**src/shared/fsp_consts.svh**
```systemverilog
// Purpose: named offsets, field positions, values and codes for the nv security block
// Assumes: apb byte addresses, one 32-bit word per register
// Notes: definitions only
`ifndef FSP_CONSTS_SVH
`define FSP_CONSTS_SVH
// ----------------------------------------
// register byte offsets
// ----------------------------------------
`define FSP_OFF_OPT 8'h00
`define FSP_OFF_CFG 8'h04
`define FSP_OFF_PROT 8'h08
`define FSP_OFF_STAT 8'h0c
`define FSP_OFF_DIV 8'h10
`define FSP_OFF_CMD 8'h14
// ----------------------------------------
// field positions and values
// ----------------------------------------
`define FSP_OPT_BACKDOOR_ENABLE 7
`define FSP_OPT_NORED 6
`define FSP_SEC_UNSEC 2'h2
`define FSP_CFG_KEYSEL 5
`define FSP_PROT_OFF 0
`define FSP_ST_EMPTY 7
`define FSP_ST_DONE 6
`define FSP_ST_PVIOL 5
`define FSP_ST_ACCERR 4
`define FSP_ST_BLANK 2
`define FSP_DIV_LD 7
`define FSP_PAGE_ONES 9'h1ff
`define FSP_KEY_BASE 16'hffb0
`define FSP_KEY_LAST 16'hffb7
`define FSP_KEY_BYTES 4'h8
// ----------------------------------------
// command codes
// ----------------------------------------
`define FSP_CMD_BLANK 8'h05
`define FSP_CMD_PROG 8'h20
`define FSP_CMD_BURST 8'h25
`define FSP_CMD_PAGE 8'h40
`define FSP_CMD_MASS 8'h41
`endif

```
**src/shared/fsp_pkg.sv**
```systemverilog
// Purpose: types shared by the nv security block
// Assumes: one bus clock
// Notes: constants live in fsp_consts.svh
package fsp_pkg;
  typedef struct packed {
    logic psel;
    logic penable;
    logic pwrite;
    logic [7:0] paddr;
    logic [31:0] pwdata;
  } fsp_apb_req_s;
  typedef struct packed {
    logic valid;
    logic [15:0] addr;
    logic [7:0] data;
  } fsp_arr_wr_s;
  typedef struct packed {
    logic taken;
    logic done;
    logic blank_ok;
  } fsp_eng_s;
  typedef struct packed {
    logic launch;
    logic [7:0] code;
    logic [15:0] addr;
    logic [7:0] data;
  } fsp_cmd_s;
  typedef enum logic [2:0] {
    SEQ_IDLE = 3'h1,
    SEQ_DATA = 3'h2,
    SEQ_CMD = 3'h4
  } fsp_seq_e;
endpackage

```
**src/core/fsp_prot_check.sv**
```systemverilog
// Purpose: decides whether a command hits a protected location
// Assumes: 16-bit array addresses, 512-byte blocks
// Notes: purely combinational
`timescale 1ns/100ps
`include "fsp_consts.svh"
module fsp_prot_check (
  input wire logic [7:0] prot,
  input wire logic [7:0] code,
  input wire logic [15:0] addr,
  output logic hit
);
  logic [15:0] free_end;
  always_comb begin
    free_end = {prot[7:1], `FSP_PAGE_ONES};
    hit = 1'b0;
    if (!prot[`FSP_PROT_OFF]) begin // RULE14
      if (code == `FSP_CMD_MASS) begin
        hit = 1'b1;
      end else if (code != `FSP_CMD_BLANK) begin
        hit = (addr > free_end); // RULE13
      end
    end
  end
endmodule

```
**src/core/fsp_key_match.sv**
```systemverilog
// Purpose: collects an in-order 8-byte key and compares it to the stored key
// Assumes: byte i of the key sits at stored_key[8*i +: 8]
// Notes: any out-of-order byte spoils the attempt until restart
`timescale 1ns/100ps
`include "fsp_consts.svh"
module fsp_key_match (
  input wire logic clk,
  input wire logic rst,
  input wire logic restart,
  input wire logic wr,
  input wire logic [2:0] idx,
  input wire logic [7:0] data,
  input wire logic [63:0] stored_key,
  output logic match
);
  logic [3:0] cnt_q;
  logic ok_q;
  always_ff @(posedge clk or posedge rst) begin
    if (rst) begin
      cnt_q <= 4'h0;
      ok_q <= 1'b1;
    end else if (restart) begin
      cnt_q <= 4'h0;
      ok_q <= 1'b1;
    end else if (wr) begin
      // order matters: a skipped byte must never count
      if (cnt_q == `FSP_KEY_BYTES || {1'b0, idx} != cnt_q ||
          stored_key[{idx, 3'h0} +: 8] != data) begin // RULE5
        ok_q <= 1'b0;
      end
      if (cnt_q != `FSP_KEY_BYTES) begin
        cnt_q <= cnt_q + 4'h1;
      end
    end
  end
  assign match = ok_q && (cnt_q == `FSP_KEY_BYTES);
  // a wrong byte must spoil the attempt, even as the eighth one
  key_spoil_a: assert property (@(posedge clk) disable iff (rst) // RULE5
    wr && !restart && stored_key[{idx, 3'h0} +: 8] != data |=> !match)
    else $error("wrong key byte still matched");
endmodule

```
**src/core/fsp_core.sv**
```systemverilog
// Purpose: option, config, protection and status registers of the nv controller
// Assumes: apb slave on clk; stored bytes valid from reset release
// Notes: sequencing engine sits outside and reports through eng
//
// The register addresses and the APB register port were left to the implementer.
`timescale 1ns/100ps
`include "fsp_consts.svh"
// Behaviour
// RULE1 - option shadow reloaded from storage every reset
// RULE2 - software reprograms storage then resets
// RULE3 - option bit 7 zero blocks key release
// RULE4 - key bytes from debug are ignored
// RULE5 - matching ordered 8-byte key releases security
// RULE6 - option bit 6 set disables vector redirection
// RULE7 - only security code 1:0 is unsecured
// RULE8 - secure part refuses unsecured memory access
// RULE9 - key match or blank pass sets code 1:0
// RULE10 - config bit 5 routes key window writes
// RULE11 - protection shadow reloaded from storage every reset
// RULE12 - app writes only enlarge protection, or none
// RULE13 - bits 7:1 bound unprotected region, block protected
// RULE14 - protection bit 0 set protects nothing
// RULE15 - debug writes may change protection freely
// RULE16 - writing 1 launches and clears buffer empty
// RULE17 - only burst commands wait in the buffer; the code lets any legal command code wait alike
// RULE18 - complete set when idle, cleared on launch
// RULE19 - protected target sets violation, write 1 clears
// RULE20 - sequence, divider or stop fault sets access error
// RULE21 - blank flag set by passing check, cleared on launch
// RULE22 - unknown command codes raise access error
// RULE23 - key compared when key select returns to 0
// RULE24 - divider loaded on first write, gates commands
// RULE25 - flags synchronous, shadows reloaded after reset
module fsp_core (
  input wire logic clk,
  input wire logic rst,
  input wire fsp_pkg::fsp_apb_req_s apb,
  output logic [31:0] prdata,
  output logic pready,
  output logic pslverr,
  input wire logic [7:0] stored_option_byte,
  input wire logic [7:0] stored_protect_byte,
  input wire logic [63:0] stored_unlock_key,
  input wire logic background_debug_mode,
  input wire logic stop_entry,
  input wire fsp_pkg::fsp_arr_wr_s arr_wr,
  input wire fsp_pkg::fsp_eng_s eng,
  output fsp_pkg::fsp_cmd_s cmd,
  output logic cmd_abort,
  output logic backdoor_enable,
  output logic vector_redirect_disable,
  output logic secure,
  output logic [7:0] protect_shadow,
  output logic [6:0] nv_clock_divider
);
  // ----------------------------------------
  // decode
  // ----------------------------------------
  function automatic logic legal_cmd(input logic [7:0] c);
    legal_cmd = (c == `FSP_CMD_BLANK) || (c == `FSP_CMD_PROG) || (c == `FSP_CMD_BURST) ||
                (c == `FSP_CMD_PAGE) || (c == `FSP_CMD_MASS);
  endfunction

  logic load_q;
  logic [7:0] opt_q;
  logic [1:0] sec_q;
  logic keysel_q;
  logic [7:0] prot_q;
  logic [6:0] div_q;
  logic div_ld_q;
  logic empty_q;
  logic done_q;
  logic pviol_q;
  logic accerr_q;
  logic blank_q;
  logic [1:0] pend_q;
  logic [7:0] code_q;
  logic [15:0] addr_q;
  logic [7:0] data_q;
  fsp_pkg::fsp_seq_e seq_q;
  logic [31:0] rd_q;
  logic abort_q;
  logic launch_q;

  logic acc;
  logic wr;
  logic mapped;
  logic [31:0] rdata;
  logic key_win;
  logic key_wr;
  logic cmd_arr_wr;
  logic cmd_reg_wr;
  logic try_launch;
  logic launch_ok;
  logic prot_hit;
  logic seq_err;
  logic key_match;
  logic key_release;
  logic stop_err;
  logic cfg_wr;
  logic prot_wr;

  assign acc = apb.psel && apb.penable && pready;
  assign wr = acc && apb.pwrite;
  assign cfg_wr = wr && apb.paddr == `FSP_OFF_CFG;
  assign prot_wr = wr && apb.paddr == `FSP_OFF_PROT;
  assign cmd_reg_wr = wr && apb.paddr == `FSP_OFF_CMD;
  assign key_win = arr_wr.addr >= `FSP_KEY_BASE && arr_wr.addr <= `FSP_KEY_LAST;
  assign key_wr = arr_wr.valid && keysel_q && key_win && !background_debug_mode; // RULE10 RULE4
  assign cmd_arr_wr = arr_wr.valid && !(keysel_q && key_win); // RULE10
  assign try_launch = wr && apb.paddr == `FSP_OFF_STAT && apb.pwdata[`FSP_ST_EMPTY] &&
                      empty_q; // RULE16
  assign seq_err = seq_q != fsp_pkg::SEQ_CMD;
  assign launch_ok = try_launch && !seq_err && div_ld_q && legal_cmd(code_q) &&
                     !prot_hit; // RULE20 RULE24 RULE22 RULE19
  assign stop_err = stop_entry && pend_q != 2'h0; // RULE20
  assign key_release = cfg_wr && keysel_q && !apb.pwdata[`FSP_CFG_KEYSEL] &&
                       opt_q[`FSP_OPT_BACKDOOR_ENABLE] && key_match; // RULE23 RULE3

  fsp_prot_check u_prot (
    .prot(prot_q),
    .code(code_q),
    .addr(addr_q),
    .hit(prot_hit)
  );

  fsp_key_match u_key (
    .clk(clk),
    .rst(rst),
    .restart(cfg_wr && apb.pwdata[`FSP_CFG_KEYSEL] && !keysel_q),
    .wr(key_wr),
    .idx(arr_wr.addr[2:0]),
    .data(arr_wr.data),
    .stored_key(stored_unlock_key),
    .match(key_match)
  );

  // ----------------------------------------
  // shadow load after reset
  // ----------------------------------------
  // stored bytes are sampled one edge after release, never under reset
  always_ff @(posedge clk or posedge rst) begin
    if (rst) begin
      load_q <= 1'b1;
    end else begin
      load_q <= 1'b0;
    end
  end

  always_ff @(posedge clk or posedge rst) begin
    if (rst) begin
      opt_q <= 8'h00;
    end else if (load_q) begin
      opt_q <= stored_option_byte; // RULE1 RULE25
    end
  end

  always_ff @(posedge clk or posedge rst) begin
    if (rst) begin
      sec_q <= 2'h0;
    end else if (load_q) begin
      sec_q <= stored_option_byte[1:0]; // RULE1
    end else if (key_release || eng.blank_ok) begin
      sec_q <= `FSP_SEC_UNSEC; // RULE9 RULE5
    end
  end

  // ----------------------------------------
  // config and protection
  // ----------------------------------------
  always_ff @(posedge clk or posedge rst) begin
    if (rst) begin
      keysel_q <= 1'b0;
    end else if (cfg_wr) begin
      keysel_q <= apb.pwdata[`FSP_CFG_KEYSEL]; // RULE10
    end
  end

  always_ff @(posedge clk or posedge rst) begin
    if (rst) begin
      prot_q <= 8'h00;
    end else if (load_q) begin
      prot_q <= stored_protect_byte; // RULE11
    end else if (prot_wr) begin
      if (background_debug_mode) begin
        prot_q <= apb.pwdata[7:0]; // RULE15
      end else if (!prot_q[`FSP_PROT_OFF] && apb.pwdata[7:1] < prot_q[7:1]) begin
        prot_q[7:1] <= apb.pwdata[7:1]; // RULE12
      end
    end
  end

  always_ff @(posedge clk or posedge rst) begin
    if (rst) begin
      div_q <= 7'h00;
      div_ld_q <= 1'b0;
    end else if (wr && apb.paddr == `FSP_OFF_DIV && !div_ld_q) begin
      div_q <= apb.pwdata[6:0];
      div_ld_q <= 1'b1; // RULE24
    end
  end

  // ----------------------------------------
  // command sequence
  // ----------------------------------------
  always_ff @(posedge clk or posedge rst) begin
    if (rst) begin
      seq_q <= fsp_pkg::SEQ_IDLE;
      addr_q <= 16'h0000;
      data_q <= 8'h00;
      code_q <= 8'h00;
    end else if (try_launch || stop_err) begin
      seq_q <= fsp_pkg::SEQ_IDLE;
    end else if (cmd_arr_wr) begin
      addr_q <= arr_wr.addr;
      data_q <= arr_wr.data;
      seq_q <= (seq_q == fsp_pkg::SEQ_IDLE && empty_q) ? fsp_pkg::SEQ_DATA :
               fsp_pkg::SEQ_IDLE;
    end else if (cmd_reg_wr) begin
      code_q <= apb.pwdata[7:0];
      seq_q <= (seq_q == fsp_pkg::SEQ_DATA) ? fsp_pkg::SEQ_CMD : fsp_pkg::SEQ_IDLE;
    end
  end

  always_ff @(posedge clk or posedge rst) begin
    if (rst) begin
      launch_q <= 1'b0;
      abort_q <= 1'b0;
    end else begin
      launch_q <= launch_ok;
      abort_q <= stop_err;
    end
  end

  // any command code allows one command running plus one waiting
  always_ff @(posedge clk or posedge rst) begin
    if (rst) begin
      pend_q <= 2'h0;
    end else if (stop_err) begin
      pend_q <= 2'h0;
    end else if (launch_ok && !eng.done) begin
      pend_q <= pend_q + 2'h1;
    end else if (eng.done && !launch_ok && pend_q != 2'h0) begin
      pend_q <= pend_q - 2'h1;
    end
  end

  // ----------------------------------------
  // status flags
  // ----------------------------------------
  always_ff @(posedge clk or posedge rst) begin
    if (rst) begin
      empty_q <= 1'b1;
    end else if (launch_ok) begin
      empty_q <= 1'b0; // RULE16
    end else if (eng.taken || stop_err) begin
      empty_q <= 1'b1; // RULE17
    end
  end

  always_ff @(posedge clk or posedge rst) begin
    if (rst) begin
      done_q <= 1'b1;
    end else if (launch_ok) begin
      done_q <= 1'b0; // RULE18
    end else begin
      done_q <= empty_q && (pend_q == 2'h0 || (pend_q == 2'h1 && eng.done)); // RULE18
    end
  end

  // a set in the same cycle as a write-1 clear wins
  always_ff @(posedge clk or posedge rst) begin
    if (rst) begin
      pviol_q <= 1'b0;
    end else if (try_launch && prot_hit && !seq_err) begin
      pviol_q <= 1'b1; // RULE19
    end else if (wr && apb.paddr == `FSP_OFF_STAT && apb.pwdata[`FSP_ST_PVIOL]) begin
      pviol_q <= 1'b0; // RULE19
    end
  end

  always_ff @(posedge clk or posedge rst) begin
    if (rst) begin
      accerr_q <= 1'b0;
    end else if ((try_launch && (seq_err || !div_ld_q || !legal_cmd(code_q))) ||
                 (cmd_arr_wr && (seq_q != fsp_pkg::SEQ_IDLE || !empty_q)) ||
                 (cmd_reg_wr && seq_q != fsp_pkg::SEQ_DATA) || stop_err) begin
      accerr_q <= 1'b1; // RULE20 RULE22 RULE24
    end else if (wr && apb.paddr == `FSP_OFF_STAT && apb.pwdata[`FSP_ST_ACCERR]) begin
      accerr_q <= 1'b0; // RULE20
    end
  end

  always_ff @(posedge clk or posedge rst) begin
    if (rst) begin
      blank_q <= 1'b0;
    end else if (eng.blank_ok) begin
      blank_q <= 1'b1; // RULE21
    end else if (launch_ok) begin
      blank_q <= 1'b0; // RULE21
    end
  end

  // ----------------------------------------
  // apb read side
  // ----------------------------------------
  always_comb begin
    rdata = 32'h0000_0000;
    mapped = 1'b1;
    unique case (apb.paddr)
      `FSP_OFF_OPT: rdata[7:0] = {opt_q[7:2], sec_q};
      `FSP_OFF_CFG: rdata[`FSP_CFG_KEYSEL] = keysel_q;
      `FSP_OFF_PROT: rdata[7:0] = prot_q;
      `FSP_OFF_STAT: begin
        rdata[`FSP_ST_EMPTY] = empty_q;
        rdata[`FSP_ST_DONE] = done_q;
        rdata[`FSP_ST_PVIOL] = pviol_q;
        rdata[`FSP_ST_ACCERR] = accerr_q;
        rdata[`FSP_ST_BLANK] = blank_q;
      end
      `FSP_OFF_DIV: rdata[7:0] = {div_ld_q, div_q};
      `FSP_OFF_CMD: rdata[7:0] = code_q;
      default: mapped = 1'b0;
    endcase
  end

  // read data captured in the setup cycle, so no wait state is needed
  always_ff @(posedge clk or posedge rst) begin
    if (rst) begin
      rd_q <= 32'h0000_0000;
    end else if (apb.psel && !apb.penable) begin
      rd_q <= rdata;
    end
  end

  assign prdata = rd_q;
  assign pready = !load_q;
  assign pslverr = apb.psel && apb.penable && !mapped;

  // ----------------------------------------
  // outputs
  // ----------------------------------------
  assign cmd.launch = launch_q;
  assign cmd.code = code_q;
  assign cmd.addr = addr_q;
  assign cmd.data = data_q;
  assign cmd_abort = abort_q;
  assign backdoor_enable = opt_q[`FSP_OPT_BACKDOOR_ENABLE];
  assign vector_redirect_disable = opt_q[`FSP_OPT_NORED]; // RULE6
  assign secure = sec_q != `FSP_SEC_UNSEC; // RULE7 RULE8
  assign protect_shadow = prot_q;
  assign nv_clock_divider = div_q;

  // ----------------------------------------
  // checks
  // ----------------------------------------
  opt_reload_a: assert property (@(posedge clk) disable iff (rst) // RULE1
    $fell(load_q) |-> opt_q == $past(stored_option_byte)) else $error("option not reloaded");
  prot_reload_a: assert property (@(posedge clk) disable iff (rst) // RULE11
    $fell(load_q) |-> prot_q == $past(stored_protect_byte)) else $error("protect not reloaded");
  key_gate_a: assert property (@(posedge clk) disable iff (rst) $fell(secure) && // RULE3
    !$past(load_q) |-> $past(eng.blank_ok || opt_q[`FSP_OPT_BACKDOOR_ENABLE])) else $error("key release");
  debug_key_a: assert property (@(posedge clk) disable iff (rst) // RULE4
    arr_wr.valid && background_debug_mode |-> !key_wr) else $error("debug key byte taken");
  unsec_code_a: assert property (@(posedge clk) disable iff (rst) // RULE9
    key_release || eng.blank_ok |=> !secure ##1 !secure) else $error("security not released");
  prot_grow_a: assert property (@(posedge clk) disable iff (rst) // RULE12
    prot_wr && !background_debug_mode && !load_q |=> prot_q[7:1] <= $past(prot_q[7:1]) &&
    prot_q[0] == $past(prot_q[0])) else $error("app write shrank protection");
  launch_clear_a: assert property (@(posedge clk) disable iff (rst) // RULE16
    launch_ok |=> !empty_q && !done_q && cmd.launch) else $error("launch flags wrong");
  pviol_set_a: assert property (@(posedge clk) disable iff (rst) // RULE19
    try_launch && prot_hit && !seq_err |=> pviol_q && !cmd.launch) else $error("pviol missed");
  div_gate_a: assert property (@(posedge clk) disable iff (rst) // RULE24
    try_launch && !div_ld_q |=> accerr_q && !cmd.launch) else $error("launch before divider");
  bad_code_a: assert property (@(posedge clk) disable iff (rst) // RULE22
    try_launch && !legal_cmd(code_q) |=> accerr_q && empty_q) else $error("illegal code taken");
  blank_flag_a: assert property (@(posedge clk) disable iff (rst) // RULE21
    eng.blank_ok |=> blank_q) else $error("blank flag not set");
endmodule

```
**config.mk**
```make
export PLATFORM = sky130hd
export DESIGN_NAME = fsp_core
export DESIGN_NICKNAME = d
export VERILOG_FILES = /design/src/shared/fsp_pkg.sv /design/src/core/fsp_prot_check.sv /design/src/core/fsp_key_match.sv /design/src/core/fsp_core.sv
export VERILOG_INCLUDE_DIRS = /design/src /design/src/shared
export SDC_FILE = /design/constraint.sdc
export NUM_CORES = 1
export LEC_CHECK = 0
export ABC_AREA = 0
export BUFFER_PORTS_ARGS = -buffer_cell sky130_fd_sc_hd__buf_2
export CAP_MARGIN = 20
export CORE_MARGIN = 8
export CORE_UTILIZATION = 48
export DETAILED_ROUTE_END_ITERATION = 6
export PLACE_DENSITY = 0.82
export SLEW_MARGIN = 10
export SYNTH_ARGS = -nofsm -noshare
export SYNTH_HDL_FRONTEND = slang
export SYNTH_SLANG_ARGS = --single-unit
export TNS_END_PERCENT = 20
```
**constraint.sdc**
```tcl
create_clock -name clk -period 3.7 [get_ports clk]
set_input_delay 0.74 -clock clk [delete_from_list [all_inputs] [get_ports clk]]
set_output_delay 0.74 -clock clk [all_outputs]
set_load 0.05 [all_outputs]
```
Word level (Yosys, flattened, before mapping):

Cells that the tools add are included.

* output and inout port bits: 86
* input bits: 155
* flip-flop bits (word level): 85

* order comparisons: 4
* shifts and indexed selects: 1
* add/subtract/negate cells: 3
* bitwise operators: 2
* reductions and logical operators: 99
* equality and inequality tests: 22
* muxes and demuxes: 40

Operators by type and width (count)
* $shiftx 64x7->8: 1
* $logic_and 1x1->1: 45
* $reduce_bool 2->1: 11
* $mux 1: 17
* $eq 8x3->1 const B: 2
* $eq 8x4->1 const B: 2
* $eq 8x5->1 const B: 2
* $eq 8x6->1 const B: 2
* $eq 8x7->1 const B: 2
* $ge 16x16->1 const B: 1
* $gt 16x16->1: 1
* $le 16x16->1 const B: 1
* $logic_or 1x1->1: 16
* $mux 8: 2
* $logic_not 1->1: 15
* $mux 7: 2
* $mux 2: 6
* $mux 3: 4
* $mux 4: 3
* $pmux 1 s5: 2
* $pmux 2 s5: 1
* $reduce_and 2->1: 5
* $reduce_bool 3->1: 3
* $logic_not 8->1: 1
* 23 further kinds: 24

Depth between registers and ports, before layout:

* word-level depth: 16
* mapped depth: 8
* depth with buffers taken out: 8

Cells and area by module:

From an unflattened synthesis, not the netlist that was laid out.

* cells, all modules: 502
* area total of the unflattened synthesis: 5398.9 um2

By module, submodules not included
* fsp_core: cells an instance 382, area each 4232.8 um2, instances 1, sequential area each 1956.9 um2
* fsp_key_match: cells an instance 86, area each 938.4 um2, instances 1, sequential area each 126.4 um2
* fsp_prot_check: cells an instance 34, area each 227.7 um2, instances 1, sequential area each 0.0 um2

Least setup slack after synthesis:

OpenSTA, ideal clock, no wires.

* path type: in2out
* from: input port apb[35] (netlist bit)
* to: output port pslverr
* buffers on the path: 2
* data required time: 2.960 ns
* stages on the path: 4
* path slack: 0.734 ns
* arrival time: 2.226 ns
* path through: clkbuf_1 clkbuf_1 nand2_1 a21oi_1

* cells in the longest elaborated chain, start to end: 5

Ends and longest elaborated chain
* start, declared: line fsp_core.sv:37 `input wire fsp_pkg::fsp_apb_req_s apb,`
* $eq 8x3->1 (tied with other cells): line fsp_core.sv:310 `unique case (apb.paddr)`
* $reduce_or 6->1 (no source line) *
* $mux 1 *: line fsp_core.sv:310
* $logic_not 1->1 *: line fsp_core.sv:338 `assign pslverr = apb.psel && apb.penable && !mapped;`
* $logic_and 1x1->1 *: line fsp_core.sv:338
* end, declared: line fsp_core.sv:40 `output logic pslverr,`

Every way passes the cells marked *; elsewhere a longest branch is shown, timed or not.

Final worst setup path:

* from: input port apb[39] (netlist bit)
* to: register div_q[4] (netlist: nv_clock_divider[4])

* cells in the longest elaborated chain, start to end: 3

Ends and longest elaborated chain
* $eq 8x5->1
* $logic_and 1x1->1 (no source line)
* $logic_and 1x1->1: line fsp_core.sv:197 `` end else if (wr && apb.paddr == `FSP_OFF_DIV && !div_ld_q) begin ``
* end signal, assigned: line fsp_core.sv:198 `div_q <= apb.pwdata[6:0];`
* end, declared: line fsp_core.sv:69 `logic [6:0] div_q;`

No other way between the ends.
A chain may end at the register's enable or synchronous reset.

==> flow_summary.toml <==
[synth]
synthArstFlopShare_pct = 100.0
synthMostInstantiatedCell = "dfrtp_1"
ys_warn_count = 0
avgSynthCellArea_sq_um = 11.29
synth_flop_cell = "dfrtp_1"
synth_top_area_share_pct = 37.41
synth_area_leaders = "dfrtp_1, mux2_2, mux4_2"
synth.largest_area_cell = "dfrtp_1"
ys_seq_area_share_pct = 39.93
synth_commonest_cells = "dfrtp_1, mux2i_1, mux2_2, nand2_1, buf_4"
syn_area_sq_um = 5218
syn_inst = 462
synth_edf_count = 0
synth-seq-cells = 83
synth_cell_types = 59

[pwr]
p_leak_uw = 0.003159
combPwrFrac_pct = 36.9
peakVddDrop_mv = 0.3123
seqPwrFrac_pct = 38.7
switching_share_pct = 39.87
finalPower_uw = 2967
p_per_area_nw_per_um2 = 462.5
power_report.internal_total_uw = 1784
switchingPower_uw = 1183
p_clk_share_pct = 24.4

[floorplan]
start_util_pct = 48.56
ios = 241
fp.coreArea_sq_um = 10750
dieWidth_microns = 120.3
rows = 38
die_h_microns = 120.3
die_area_sq_um = 14460

[final_layout]
syn2layout_area_growth_pct = 22.95
antennaDiodeCount = 0
fin_util_pct = 59.70
nets = 823
drive_gt1_share_pct = 44.36

[detailed_routing]
ant_nets = 0
firstDrtPassIters = 4
totalWireLength_microns = 15930
wl_per_cell_microns = 20.01
drc_errors = 0
vias = 4444
initialDrtViolationCount = 259
vias_per_cell = 5.583

[cts]
clkSlewWorstSetupHoldPaths_ns = 0.09
clock-sinks = 83
clockBufferDepth = 2
cts.repair.resized = 0
hold_buffers = 0
cts_made_buffers = 9
cts_tree = "built"
cts-root-buf = "clkbuf_8"
clk_latency_ns = 0.37
htreeDepth = 3
post-cts-setup-buffers = 0

[global_route]
antenna_found_initial = 1
grt_pass1_wl_microns = 24780
first_global_vias = 4723
grt_max_degree = 44
grt-ovfl-total = 0
grt_use_total_pct = 21.86

[min_path]
hold_class = "in2async"

[place]
numPortBuffers = 192
place.gp.congestion = 0.9024
dpl.hpwl_microns = 13000

[setup_path]
endpoint_kind = "flop"
worst-path-max-fanout = 10
cp_data_required_time_ns = 3.95
startpoint_type = "primary input"
critPathKind = "in2reg"
cp.arrival_ns = 2.82

[sta]
fmax_mhz = 389.4
finalSetupViolations = 0
slew_headroom_pct = 48.25
tns_ns = 0
min_period_over_period_pct = 69.40
tightest_slew_ns = 0.7753
hold_viol_final = 0
finClkSkew_ns = 0.01354
grt_setup_unrepaired = "false"
fin_crit_ns = 2.568
drv_slew = 0

[outcome]
outcome = "finished, final reports clean"

[flow_run]
max_cap_viol_count = 0
==> cell usage in the layout, fill, tap and decap left out, types with 9 or more instances in the layout <==
master and count:
mux2_2 32, ha_1 17, mux2i_1 34, buf_2 192, nor2_1 23, nand3_1 9
inv_1 18, mux2_4 15, mux4_2 16, clkbuf_8 9, nand4_1 10, nand2_1 32
xor2_1 9, conb_1 25, o21ai_0 18, dfrtp_1 78, a21oi_1 9
==> registers in the layout, summed over array words and instances, names as in the netlist <==
name              count
accerr_q              1
u_key.ok_q            1
seq_q                 3
cmd_abort             1
addr_q               16
div_ld_q              1
pend_q                2
keysel_q              1
empty_q               1
pviol_q               1
load_q                1
u_key.cnt_q           4
launch_q              1
blank_q               1
sec_q                 2
prdata                8
code_q                8
protect_shadow        8
opt_q                 6
data_q                8
nv_clock_divider      7
done_q                1
==> critical path, stage by stage <==
cell and delay, ns:
buf_2 0.10, or2_4 0.28, nor4_4 0.28, nand3b_2 0.27
or4_1 0.74, mux2_4 0.39
==> layer usage <==
metal / share of wire, % / GRT usage [%] / vias up
li1: - / - / 2030
met2: 50 / 37.34 / 216
met4: 2.2 / 6.635 / 2
met1: 38 / 25.26 / 2166
met3: 9.6 / 7.786 / 30
met5: 0.13 / 0 / -
==> power by group through the flow <==
stage	clock [uW]	sequential (uW)	combinational (uW)
after global routing	779	1170	1170
final	724	1150	1100
after floorplan	0	1470	497
after global placement	0	1160	1070
after detailed placement	0	1170	1100
after CTS	737	1150	1100
==> cells by family after synthesis <==
group | after synthesis | share of synthesized area, %
AND/OR/NAND/NOR | 128 | 14.34
buffers and inverters | 61 | 6.691
other | 1 | 0.07187
adder cells (fa/ha/maj) | 17 | 4.077
multiplexers | 97 | 24.65
XOR/XNOR | 13 | 2.182
AO/OA/AOI/OAI | 62 | 8.058
flip-flops | 83 | 39.93
==> worst paths after layout <==
path,end,slack (ns),start,depth (start not counted)
min reg2reg,prdata[2]$_DFFE_PP0P_,0.49,prdata[2]$_DFFE_PP0P_,2
max in group asynchronous,seq_q[0]$_DFFE_PP1P_,2.34,rst,3
min,data_q[0]$_DFFE_PP0P_,0.48,rst,2
max,nv_clock_divider[4]$_DFFE_PP0P_,1.13,apb[39],6
min in group clk,prdata[2]$_DFFE_PP0P_,0.49,prdata[2]$_DFFE_PP0P_,2
max reg2reg,pend_q[1]$_DFFE_PP0P_,1.16,protect_shadow[2]$_DFFE_PP0P_,8
==> final cells by class <==
cell class                      instances  area [sq um]
Multi-Input combinational cell        342          2882
Clock inverter                          5         80.08
Tap cell                              140         175.2
Timing Repair Buffer                  196         991.0
Sequential cell                        83          2083
Clock buffer                           11         131.4
Fill cell                             909          4330
Inverter                               19         72.57
==> through the flow <==
stage	instance area (sq um)	instances	setup WS [ns]	hold WS [ns]
2_1_floorplan	5308	486	0.7341	0.4487
3_3_place_gp	6203	780	0.8359	0.4593
3_5_place_dp	6203	780	0.7779	0.4719
4_1_cts	6415	796	1.152	0.4922
5_1_grt	6415	796	0.9678	0.5151
6_report	6415	796	1.132	0.4764
No activity file was read; power rests on OpenSTA's default activity.
